$ cat config.mk
export PLATFORM = sky130hd
export DESIGN_NAME = rsg_gain_cal
export DESIGN_NICKNAME = d
export VERILOG_FILES = /design/src/rtl/rsg_pkg.sv /design/src/rtl/rsg_gain_cal.sv /design/src/rtl/rsg_divider.sv /design/src/rtl/rsg_square.sv
export VERILOG_INCLUDE_DIRS = /design/src /design/src/rtl
export SDC_FILE = /design/constraint.sdc
export NUM_CORES = 1
export LEC_CHECK = 0
export ABC_AREA = 1
export BUFFER_PORTS_ARGS = -buffer_cell sky130_fd_sc_hd__buf_2
export CAP_MARGIN = 20
export CORE_MARGIN = 3
export CORE_UTILIZATION = 35
export DETAILED_ROUTE_END_ITERATION = 8
export HOLD_SLACK_MARGIN = 0.1
export SLEW_MARGIN = 20
export SYNTH_ARGS = -nofsm -noshare
export SYNTH_HDL_FRONTEND = slang
export SYNTH_SLANG_ARGS = --single-unit
$ cat constraint.sdc
create_clock -name clk -period 4 [get_ports clk]
set_input_delay 1 -clock clk [delete_from_list [all_inputs] [get_ports clk]]
set_output_delay 1 -clock clk [all_outputs]
set_load 0.01 [all_outputs]
$ cat src/rtl/rsg_defs.svh
// Purpose: register map, field positions, reset values and counts of the gain/calibration block
// Assumes: 32-bit APB data, one aligned word per register
// Notes:   definitions only
`ifndef RSG_DEFS_SVH
`define RSG_DEFS_SVH

// register byte addresses
`define RSG_ADDR_CTRL      8'h00
`define RSG_ADDR_THRESH    8'h04
`define RSG_ADDR_CLKDIV    8'h08
`define RSG_ADDR_TONE      8'h0c
`define RSG_ADDR_STATUS    8'h10

// control register fields
`define RSG_CTRL_AGC_EN    0
`define RSG_CTRL_CAL_START 1
`define RSG_CTRL_AMP_MODE  2
`define RSG_CTRL_MIX_LIN   3
`define RSG_CTRL_AMP_GAIN  4
`define RSG_CTRL_IF_GAIN   6

// threshold register fields
`define RSG_THR_LOWER      0
`define RSG_THR_UPPER      8

// divider register fields
`define RSG_DIV_OFFSET     0
`define RSG_DIV_SEQ        8
`define RSG_DIV_GAIN       16

// tone register fields
`define RSG_TONE_LOWER     0
`define RSG_TONE_UPPER     8
`define RSG_TONE_DWELL     16

// status register fields
`define RSG_STAT_CODE      0
`define RSG_STAT_AMP_GAIN  8
`define RSG_STAT_IF_GAIN   10
`define RSG_STAT_BUSY      12
`define RSG_STAT_DONE      13
`define RSG_STAT_STEP      16
`define RSG_STAT_TRIM      24

// reset values
`define RSG_RST_LOWER      7'h1e
`define RSG_RST_UPPER      7'h46
`define RSG_RST_SEQ_DIV    8'h64
`define RSG_RST_GAIN_DIV   6'h0a
`define RSG_RST_OFS_DIV    2'h1
`define RSG_RST_TONE_LO    8'h4c
`define RSG_RST_TONE_HI    8'h26
`define RSG_RST_DWELL      16'h0032
`define RSG_RST_TRIM       8'h80

// fixed counts and codes
`define RSG_CAL_STEPS      4'ha
`define RSG_LEVEL_MAX      7'h4f
`define RSG_GAIN_IDX_MAX   3'h4
`define RSG_GAIN_HIGH      2'h2
`define RSG_GAIN_MED       2'h1
`define RSG_GAIN_LOW       2'h0
`define RSG_TRIM_MAX       8'hff
`define RSG_TRIM_MIN       8'h00
`define RSG_OFS_HALF_BASE  8'h02

`endif

$ cat src/rtl/rsg_pkg.sv
// Purpose: types of the gain/calibration block
// Assumes: nothing
// Notes:   all state of the top is one packed struct
package rsg_pkg;

  typedef enum logic [1:0] {
    CAL_IDLE,
    CAL_LOWER,
    CAL_UPPER
  } rsg_cal_state_t;

  typedef struct packed {
    logic           agc_en;
    logic           amp_mode;
    logic           mix_lin;
    logic [1:0]     amp_gain_sel;
    logic [1:0]     if_gain_sel;
    logic [6:0]     lower_lim;
    logic [6:0]     upper_lim;
    logic [1:0]     ofs_div;
    logic [7:0]     seq_div;
    logic [5:0]     gain_div;
    logic [7:0]     tone_lo_div;
    logic [7:0]     tone_hi_div;
    logic [15:0]    dwell;
    logic [6:0]     code;
    logic [2:0]     gain_idx;
    rsg_cal_state_t cal_st;
    logic [15:0]    dwell_cnt;
    logic [3:0]     step_cnt;
    logic [6:0]     meas_lo;
    logic [7:0]     trim;
    logic           cal_done;
    logic [31:0]    prdata;
    logic           pslverr;
  } rsg_state_t;

endpackage : rsg_pkg

$ cat src/rtl/rsg_gain_cal.sv
// Purpose: receiver gain control loop, filter fine calibration and clock derivation
// Assumes: clk is the crystal reference; strength_in is synchronous to clk
// Notes:   registers over APB, zero wait states
//
// Behaviour
// RL1: amplifier disconnected during fine calibration; only the tones feed the chain.
// RL2: calibration trims filter centre toward equal tone attenuation over ten measurements.
// RL3: each tone has an 8-bit divider; tone is crystal over twice divider.
// RL4: host places tones near 65.8 kHz and 131.5 kHz.
// RL5: each adjust-and-measure step lasts dwell sequencer periods; ten steps total.
// RL6: host picks dwell giving at least 500 us per step.
// RL7: strength level is an 80-level 7-bit code for readback and gain loop.
// RL8: gain control is on by default after reset.
// RL9: gain drops above the upper limit, rises below the lower limit.
// RL10: lower limit resets to 30, upper limit to 70.
// RL11: host keeps its two limits more than 30 apart.
// RL12: offset clock is crystal over 4, 8, 16 or 32 by 2-bit field.
// RL13: after each gain change wait one update period; rate is sequencer over divide.
// RL14: host sets gain divide 10 with a 100 kHz sequencer clock.
// RL15: the loop walks at most five gain settings.
// RL16: host may disable gain control and set amp mode, gain, mixer linearity.
// RL17: status readback gives strength code, amp gain and filter gain in use.
// RL18: gain codes read high 10, medium 01, low 00.
// RL19: host computes input power from code and gain correction.
// RL20: between limits inclusive the gain stays unchanged.
// RL21: gain loop sets filter gain itself; when off a 2-bit field does.
//
// Design decisions made here: the placing of the registers and register access over APB.
`timescale 1ns/100ps
`include "rsg_defs.svh"
module rsg_gain_cal (
  input  wire logic        clk,
  input  wire logic        rst_n,
  input  wire logic        psel,
  input  wire logic        penable,
  input  wire logic        pwrite,
  input  wire logic [7:0]  paddr,
  input  wire logic [31:0] pwdata,
  output logic [31:0]      prdata,
  output logic             pready,
  output logic             pslverr,
  input  wire logic [6:0]  strength_in,
  output logic             amp_connect,
  output logic             tone_lower_out,
  output logic             tone_upper_out,
  output logic             offset_clock,
  output logic [1:0]       amp_gain,
  output logic [1:0]       if_gain,
  output logic             amp_mode_sel,
  output logic             mixer_linearity,
  output logic [7:0]       if_centre_trim,
  output logic             cal_busy
);

  localparam rsg_pkg::rsg_state_t RST_VAL = '{
    agc_en:       1'b1,
    amp_mode:     1'b0,
    mix_lin:      1'b0,
    amp_gain_sel: `RSG_GAIN_HIGH,
    if_gain_sel:  `RSG_GAIN_HIGH,
    lower_lim:    `RSG_RST_LOWER,
    upper_lim:    `RSG_RST_UPPER,
    ofs_div:      `RSG_RST_OFS_DIV,
    seq_div:      `RSG_RST_SEQ_DIV,
    gain_div:     `RSG_RST_GAIN_DIV,
    tone_lo_div:  `RSG_RST_TONE_LO,
    tone_hi_div:  `RSG_RST_TONE_HI,
    dwell:        `RSG_RST_DWELL,
    code:         7'h00,
    gain_idx:     3'h0,
    cal_st:       rsg_pkg::CAL_IDLE,
    dwell_cnt:    16'h0000,
    step_cnt:     4'h0,
    meas_lo:      7'h00,
    trim:         `RSG_RST_TRIM,
    cal_done:     1'b0,
    prdata:       32'h0000_0000,
    pslverr:      1'b0
  };

  rsg_pkg::rsg_state_t st_ff;
  rsg_pkg::rsg_state_t nxt_st;

  logic       seq_tick;
  logic       gain_tick;
  logic       in_cal;
  logic       agc_run;
  logic [1:0] agc_amp_gain;
  logic [1:0] agc_if_gain;
  logic [7:0] ofs_half;
  logic [6:0] code_sat;
  logic [15:0] dwell_half;
  logic [15:0] cnt_next;
  logic       setup_ph;
  logic       wr_access;
  logic       addr_ok;

  assign in_cal   = (st_ff.cal_st != rsg_pkg::CAL_IDLE);
  assign agc_run  = st_ff.agc_en && !in_cal;
  assign cal_busy = in_cal;

  // sequencer clock tick from the crystal
  rsg_divider #(
    .W (8)
  ) u_seq_div (
    .clk   (clk),
    .rst_n (rst_n),
    .en    (1'b1),
    .div   (st_ff.seq_div),
    .tick  (seq_tick)
  );

  // gain update tick; pauses and keeps its count while the loop is held
  rsg_divider #(
    .W (6)
  ) u_gain_div (
    .clk   (clk),
    .rst_n (rst_n),
    .en    (seq_tick && agc_run),
    .div   (st_ff.gain_div),
    .tick  (gain_tick)
  ); // [RL13]

  // offset clock: half period 2, 4, 8 or 16 crystal cycles
  assign ofs_half = `RSG_OFS_HALF_BASE << st_ff.ofs_div; // [RL12]

  rsg_square u_ofs_clk (
    .clk   (clk),
    .rst_n (rst_n),
    .en    (1'b1),
    .half  (ofs_half),
    .wave  (offset_clock)
  ); // [RL12]

  // one tone at a time so each is measured alone
  rsg_square u_tone_lo (
    .clk   (clk),
    .rst_n (rst_n),
    .en    (st_ff.cal_st == rsg_pkg::CAL_LOWER),
    .half  (st_ff.tone_lo_div),
    .wave  (tone_lower_out)
  ); // [RL3]

  rsg_square u_tone_hi (
    .clk   (clk),
    .rst_n (rst_n),
    .en    (st_ff.cal_st == rsg_pkg::CAL_UPPER),
    .half  (st_ff.tone_hi_div),
    .wave  (tone_upper_out)
  ); // [RL3]

  assign amp_connect = !in_cal; // [RL1]

  // gain pair of each loop setting, highest gain first
  always_comb begin
    case (st_ff.gain_idx)
      3'h0: begin
        agc_amp_gain = `RSG_GAIN_HIGH;
        agc_if_gain  = `RSG_GAIN_HIGH;
      end
      3'h1: begin
        agc_amp_gain = `RSG_GAIN_MED;
        agc_if_gain  = `RSG_GAIN_HIGH;
      end
      3'h2: begin
        agc_amp_gain = `RSG_GAIN_MED;
        agc_if_gain  = `RSG_GAIN_MED;
      end
      3'h3: begin
        agc_amp_gain = `RSG_GAIN_MED;
        agc_if_gain  = `RSG_GAIN_LOW;
      end
      default: begin
        agc_amp_gain = `RSG_GAIN_LOW;
        agc_if_gain  = `RSG_GAIN_LOW;
      end
    endcase
  end // [RL15] [RL18]

  assign amp_gain        = st_ff.agc_en ? agc_amp_gain : st_ff.amp_gain_sel; // [RL16]
  assign if_gain         = st_ff.agc_en ? agc_if_gain : st_ff.if_gain_sel; // [RL21]
  assign amp_mode_sel    = st_ff.amp_mode; // [RL16]
  assign mixer_linearity = st_ff.mix_lin; // [RL16]
  assign if_centre_trim  = st_ff.trim;

  // clamp to the 80 levels
  assign code_sat = (strength_in > `RSG_LEVEL_MAX) ? `RSG_LEVEL_MAX : strength_in; // [RL7]

  assign dwell_half = st_ff.dwell >> 1;
  assign cnt_next   = st_ff.dwell_cnt + 16'h0001;

  // apb phases; zero wait states
  assign setup_ph  = psel && !penable;
  assign wr_access = psel && penable && pwrite;
  assign addr_ok   = (paddr[1:0] == 2'h0) && (paddr <= `RSG_ADDR_STATUS);
  assign pready    = 1'b1;
  assign prdata    = st_ff.prdata;
  assign pslverr   = st_ff.pslverr;

  always_comb begin
    nxt_st      = st_ff;
    nxt_st.code = code_sat; // [RL7]

    // gain loop
    if (gain_tick) begin
      if ((st_ff.code > st_ff.upper_lim) && (st_ff.gain_idx < `RSG_GAIN_IDX_MAX)) begin
        nxt_st.gain_idx = st_ff.gain_idx + 3'h1; // [RL9]
      end else if ((st_ff.code < st_ff.lower_lim) && (st_ff.gain_idx != 3'h0)) begin
        nxt_st.gain_idx = st_ff.gain_idx - 3'h1; // [RL9]
      end
      // inside the limits the setting is held [RL20]
    end

    // fine calibration steps
    case (st_ff.cal_st)
      rsg_pkg::CAL_IDLE: begin
        nxt_st.dwell_cnt = 16'h0000;
      end
      rsg_pkg::CAL_LOWER: begin
        if (seq_tick) begin
          nxt_st.dwell_cnt = cnt_next; // [RL5]
          if (cnt_next >= dwell_half) begin
            nxt_st.meas_lo = st_ff.code; // [RL2]
            nxt_st.cal_st  = rsg_pkg::CAL_UPPER;
          end
        end
      end
      rsg_pkg::CAL_UPPER: begin
        if (seq_tick) begin
          nxt_st.dwell_cnt = cnt_next;
          if (cnt_next >= st_ff.dwell) begin // [RL5]
            // lower tone stronger means centre sits low
            if ((st_ff.meas_lo > st_ff.code) && (st_ff.trim != `RSG_TRIM_MAX)) begin
              nxt_st.trim = st_ff.trim + 8'h01; // [RL2]
            end else if ((st_ff.meas_lo < st_ff.code) && (st_ff.trim != `RSG_TRIM_MIN)) begin
              nxt_st.trim = st_ff.trim - 8'h01; // [RL2]
            end
            nxt_st.step_cnt  = st_ff.step_cnt + 4'h1;
            nxt_st.dwell_cnt = 16'h0000;
            if (st_ff.step_cnt + 4'h1 >= `RSG_CAL_STEPS) begin
              nxt_st.cal_st   = rsg_pkg::CAL_IDLE; // [RL5]
              nxt_st.cal_done = 1'b1;
            end else begin
              nxt_st.cal_st = rsg_pkg::CAL_LOWER;
            end
          end
        end
      end
      default: begin
        nxt_st.cal_st = rsg_pkg::CAL_IDLE;
      end
    endcase

    // read data and error latched in the setup phase
    if (setup_ph) begin
      nxt_st.prdata  = 32'h0000_0000;
      nxt_st.pslverr = !addr_ok;
      if (!pwrite) begin
        case (paddr)
          `RSG_ADDR_CTRL: begin
            nxt_st.prdata[`RSG_CTRL_AGC_EN]       = st_ff.agc_en;
            nxt_st.prdata[`RSG_CTRL_AMP_MODE]     = st_ff.amp_mode;
            nxt_st.prdata[`RSG_CTRL_MIX_LIN]      = st_ff.mix_lin;
            nxt_st.prdata[`RSG_CTRL_AMP_GAIN +: 2] = st_ff.amp_gain_sel;
            nxt_st.prdata[`RSG_CTRL_IF_GAIN +: 2] = st_ff.if_gain_sel;
          end
          `RSG_ADDR_THRESH: begin
            nxt_st.prdata[`RSG_THR_LOWER +: 7] = st_ff.lower_lim;
            nxt_st.prdata[`RSG_THR_UPPER +: 7] = st_ff.upper_lim;
          end
          `RSG_ADDR_CLKDIV: begin
            nxt_st.prdata[`RSG_DIV_OFFSET +: 2] = st_ff.ofs_div;
            nxt_st.prdata[`RSG_DIV_SEQ +: 8]    = st_ff.seq_div;
            nxt_st.prdata[`RSG_DIV_GAIN +: 6]   = st_ff.gain_div;
          end
          `RSG_ADDR_TONE: begin
            nxt_st.prdata[`RSG_TONE_LOWER +: 8] = st_ff.tone_lo_div;
            nxt_st.prdata[`RSG_TONE_UPPER +: 8] = st_ff.tone_hi_div;
            nxt_st.prdata[`RSG_TONE_DWELL +: 16] = st_ff.dwell;
          end
          `RSG_ADDR_STATUS: begin
            nxt_st.prdata[`RSG_STAT_CODE +: 7]     = st_ff.code; // [RL17]
            nxt_st.prdata[`RSG_STAT_AMP_GAIN +: 2] = amp_gain; // [RL17]
            nxt_st.prdata[`RSG_STAT_IF_GAIN +: 2]  = if_gain; // [RL17]
            nxt_st.prdata[`RSG_STAT_BUSY]          = in_cal;
            nxt_st.prdata[`RSG_STAT_DONE]          = st_ff.cal_done;
            nxt_st.prdata[`RSG_STAT_STEP +: 4]     = st_ff.step_cnt;
            nxt_st.prdata[`RSG_STAT_TRIM +: 8]     = st_ff.trim;
          end
          default: begin
            nxt_st.prdata = 32'h0000_0000;
          end
        endcase
      end
    end

    // writes take effect in the access phase
    if (wr_access && addr_ok) begin
      case (paddr)
        `RSG_ADDR_CTRL: begin
          nxt_st.agc_en       = pwdata[`RSG_CTRL_AGC_EN]; // [RL16]
          nxt_st.amp_mode     = pwdata[`RSG_CTRL_AMP_MODE];
          nxt_st.mix_lin      = pwdata[`RSG_CTRL_MIX_LIN];
          nxt_st.amp_gain_sel = pwdata[`RSG_CTRL_AMP_GAIN +: 2];
          nxt_st.if_gain_sel  = pwdata[`RSG_CTRL_IF_GAIN +: 2]; // [RL21]
          if (pwdata[`RSG_CTRL_CAL_START] && !in_cal) begin
            nxt_st.cal_st    = rsg_pkg::CAL_LOWER; // [RL1]
            nxt_st.dwell_cnt = 16'h0000;
            nxt_st.step_cnt  = 4'h0;
            nxt_st.cal_done  = 1'b0;
          end
        end
        `RSG_ADDR_THRESH: begin
          nxt_st.lower_lim = pwdata[`RSG_THR_LOWER +: 7]; // [RL9]
          nxt_st.upper_lim = pwdata[`RSG_THR_UPPER +: 7];
        end
        `RSG_ADDR_CLKDIV: begin
          nxt_st.ofs_div  = pwdata[`RSG_DIV_OFFSET +: 2];
          nxt_st.seq_div  = pwdata[`RSG_DIV_SEQ +: 8];
          nxt_st.gain_div = pwdata[`RSG_DIV_GAIN +: 6];
        end
        `RSG_ADDR_TONE: begin
          nxt_st.tone_lo_div = pwdata[`RSG_TONE_LOWER +: 8];
          nxt_st.tone_hi_div = pwdata[`RSG_TONE_UPPER +: 8];
          nxt_st.dwell       = pwdata[`RSG_TONE_DWELL +: 16];
        end
        default: begin
          // status is read-only; a done flag set by calibration in this cycle stands
        end
      endcase
    end
  end

  always_ff @(posedge clk) begin
    if (!rst_n) begin
      st_ff <= RST_VAL; // [RL8] [RL10]
    end else begin
      st_ff <= nxt_st;
    end
  end

endmodule : rsg_gain_cal

$ cat src/rtl/rsg_divider.sv
// Purpose: programmable tick divider, one tick every div enabled cycles
// Assumes: div of zero behaves as one
// Notes:   tick is combinational from the counter
`timescale 1ns/100ps
module rsg_divider #(
  parameter int W = 8
) (
  input  wire logic         clk,
  input  wire logic         rst_n,
  input  wire logic         en,
  input  wire logic [W-1:0] div,
  output logic              tick
);

  typedef struct packed {
    logic [W-1:0] cnt;
  } rsg_div_state_t;

  rsg_div_state_t st_ff;
  rsg_div_state_t nxt_st;
  logic           wrap;

  always_comb begin
    nxt_st = st_ff;
    wrap   = (div == '0) || (st_ff.cnt >= div - W'(1));
    tick   = en && wrap;
    if (en) begin
      nxt_st.cnt = wrap ? '0 : st_ff.cnt + W'(1);
    end
  end

  always_ff @(posedge clk) begin
    if (!rst_n) begin
      st_ff <= '0;
    end else begin
      st_ff <= nxt_st;
    end
  end

endmodule : rsg_divider

$ cat src/rtl/rsg_square.sv
// Purpose: square wave that toggles every half enabled cycles
// Assumes: half of zero behaves as one
// Notes:   output low and counter cleared while disabled
`timescale 1ns/100ps
module rsg_square (
  input  wire logic       clk,
  input  wire logic       rst_n,
  input  wire logic       en,
  input  wire logic [7:0] half,
  output logic            wave
);

  typedef struct packed {
    logic [7:0] cnt;
    logic       wave;
  } rsg_sq_state_t;

  rsg_sq_state_t st_ff;
  rsg_sq_state_t nxt_st;

  assign wave = st_ff.wave;

  always_comb begin
    nxt_st = st_ff;
    if (!en) begin
      nxt_st = '0;
    end else if ((half == 8'h00) || (st_ff.cnt >= half - 8'h01)) begin
      nxt_st.cnt  = 8'h00;
      nxt_st.wave = !st_ff.wave;
    end else begin
      nxt_st.cnt = st_ff.cnt + 8'h01;
    end
  end

  always_ff @(posedge clk) begin
    if (!rst_n) begin
      st_ff <= '0;
    end else begin
      st_ff <= nxt_st;
    end
  end

endmodule : rsg_square

==> results.cfg <==
[clock_tree]
clock_path_buffers = 2
cts_root_buf = clkbuf_16
cts_made_buffers = 17
cts_tree = yes
insertion_delay_ps = 430
htree_levels = 4
cts_resized = 0
ctsHoldBuffers = 0
cts_setup_buffers = 0
clock_sinks = 191
clk_pin_slew_ps = 70

[run_status]
status = finished clean

[route]
viasPerCell = 4.99
drtPass1Iterations = 5
vias = 9829
wire_per_inst_um = 15.2
ant_nets = 0
drc = 0
drtIter0Drc = 608
wl_mm = 30.0

[die]
core_area_mm2 = 0.0310
dieArea_mm2 = 0.0341
die_w_um = 185
rows = 64
ios = 105
initial_core_util_pct = 36.0
die_h_um = 185

[power_and_ir_drop]
vdd_drop_max_v = 0.000263
p_per_area_mw_per_mm2 = 307
p_leak_uw = 0.00568

[timing]
holdWs_ps = 463
finalSetupTns_ps = 0
rsz0062_at_grt = no
maxSlewHeadroom_pct = 45.3
final_max_slew_viol_count = 0
period_share_pct = 82.1
finClkSkew_ps = 11.1
min_period_ps = 3290
tightest_slew_ps = 817
hold_viol = 0
max_freq_mhz = 304
setup_violations = 0

[synth]
synth_async_sr_flop_share_pct = 0
seq_area_frac_synth_pct = 34.3
ys_seq_elements = 191
synth_cells = 1506
synth_edf_count = 0
yosysWarnings = 0
netlist_area_mm2 = 0.0112
synth_cell_types = 51
avgSynthCellArea_um2 = 7.41
synthFlopType = dfxtp_1

[global_route]
grt_overflow_total = 0
grt_max_degree = 50
grt_usage_pct = 17.7
grt_pass1_wl_mm = 48.2
grt_pass1_vias = 9345
antenna_found_initial = 1

[final_layout]
layout.cells.non_filler = 1968
fin_nets = 1721
syn_to_final_growth_pct = 10.6
most-common-layout-cells = nand2_1 (273), inv_1 (191), dfxtp_1 (191)
mostFrequentLayoutCell = nand2_1
drive_gt1_share_pct = 11.8

[setup_path]
cp_data_required_time_ps = 4290
crit_start = st_ff[53]
arrival_ps = 3580
r2r-end = st_ff[66]
r2r_slack_ps = 710
cp-end-kind = flop
start_kind = flop
crit_end = st_ff[66]
regToRegStartpoint = st_ff[53]
worstRegToRegCells = 19
criticalPathCategory = reg2reg
crit_fanout = 16

[flow_run]
drv_cap = 0

[min_path]
worstHoldPathType = reg2reg
min_from = prdata[6]
hold_depth = 2

[placement]
hpwl_mm = 23.3
io_buffers = 103
placedCellCount = 1935
gp_congestion = 0.841
## synth_stat cells, types with 4 or more instances
cell	instances	area [um2]
nand4_1	26	163
nand3_1	50	250
nor3_1	15	75.1
o22ai_1	24	150
buf_2	9	45.0
or2_2	8	50.1
nor2_1	110	413
o21ai_0	94	470
o211ai_1	14	105
xnor2_1	15	131
nand2_2	8	50.1
nand2_1	273	1020
nor3b_1	7	52.6
ha_1	110	1380
o21a_1	4	30.0
xor2_1	41	359
clkbuf_1	32	120
inv_2	5	18.8
a31oi_1	5	31.3
a21oi_1	177	886
buf_4	42	315
o221ai_1	5	43.8
dfxtp_1	191	3820
inv_1	191	717
## kinds of logic (layout without fill, tap and decap cells)
logic type      after synthesis  count (layout)  share of synthesized area [%]
xor+xnor                     56              56                           4.40
simple gates                518             518                           20.5
flops                       191             191                           34.3
fa+ha+maj                   111             111                           12.5
compound gates              345             345                           16.9
buf+inv                     283             346                           11.2
other cells                   2               5                         0.0673
## critical path: stages (launching register included)
cell and delay [ps]:
dfxtp_1 440, ha_1 210, nand2_1 70, inv_1 120
nand2_1 110, nor2_1 140, nand2_1 100, nor2_1 130
xnor2_1 130, inv_1 80, ha_1 290, nand4_1 130
nor2_1 150, nand3_1 80, nand3_1 180, nand2_1 70
nand2_1 80, nand2_1 360, nand2_1 190, a21oi_1 90
## power by group
group          switching, uW  leakage, uW  total (uW)  internal [uW]
clock network            767     0.000276        1700            928
logic                    117      0.00386         174           57.1
registers               12.4      0.00154        1920           1910
## per-stage QoR
| step | power [uW] | cell area, um2 | setup slack [ps] | utilization, % |
|---|---|---|---|---|
| 2_1_floorplan | 2060 | 11200 | 1230 | - |
| 3_3_place_gp | 2140 | 11800 | 831 | 38.0 |
| 3_5_place_dp | 2140 | 11800 | 727 | 38.0 |
| 4_1_cts | 3830 | 12300 | 681 | 39.8 |
| 5_1_grt | 3930 | 12300 | 266 | 39.8 |
| 6_report | 3790 | 12300 | 714 | 39.8 |
## worst min-delay path by stage
stage	to	slack, ps
after detailed placement	u_ofs_clk.st_ff[1]	450
final	prdata[6]	460
after global placement	u_ofs_clk.wave	440
after global routing	prdata[26]	480
after CTS	prdata[23]	460
after floorplan	u_tone_lo.st_ff[1]	430
## metal layers
layer	track usage (%)	up-vias	part of all wire, %
li1	-	5050	-
met1	23.4	4501	46
met2	28.6	227	46
met3	2.84	51	4.5
met4	7.38	0	3.5
met5	0	-	0
## layout make-up
cell class	count	area (um2)
well taps	396	495
inverters	197	741
repair buffers	117	621
clock buffers	20	437
flip-flops and latches	191	3820
fillers	3170	18600
clock inverters	12	136
multi-input cells	1034	6090
diodes	1	2.50
## registers in the layout, indices dropped and copies added, names as in the netlist, 6 cells and up
register          flops
u_ofs_clk.st_ff       8
u_seq_div.st_ff       8
st_ff                92
u_tone_lo.st_ff       8
if_centre_trim        8
dwell_half           15
u_tone_hi.st_ff       8
u_gain_div.st_ff      6
prdata               32
Note: power is estimated with default switching activity, not from simulation.
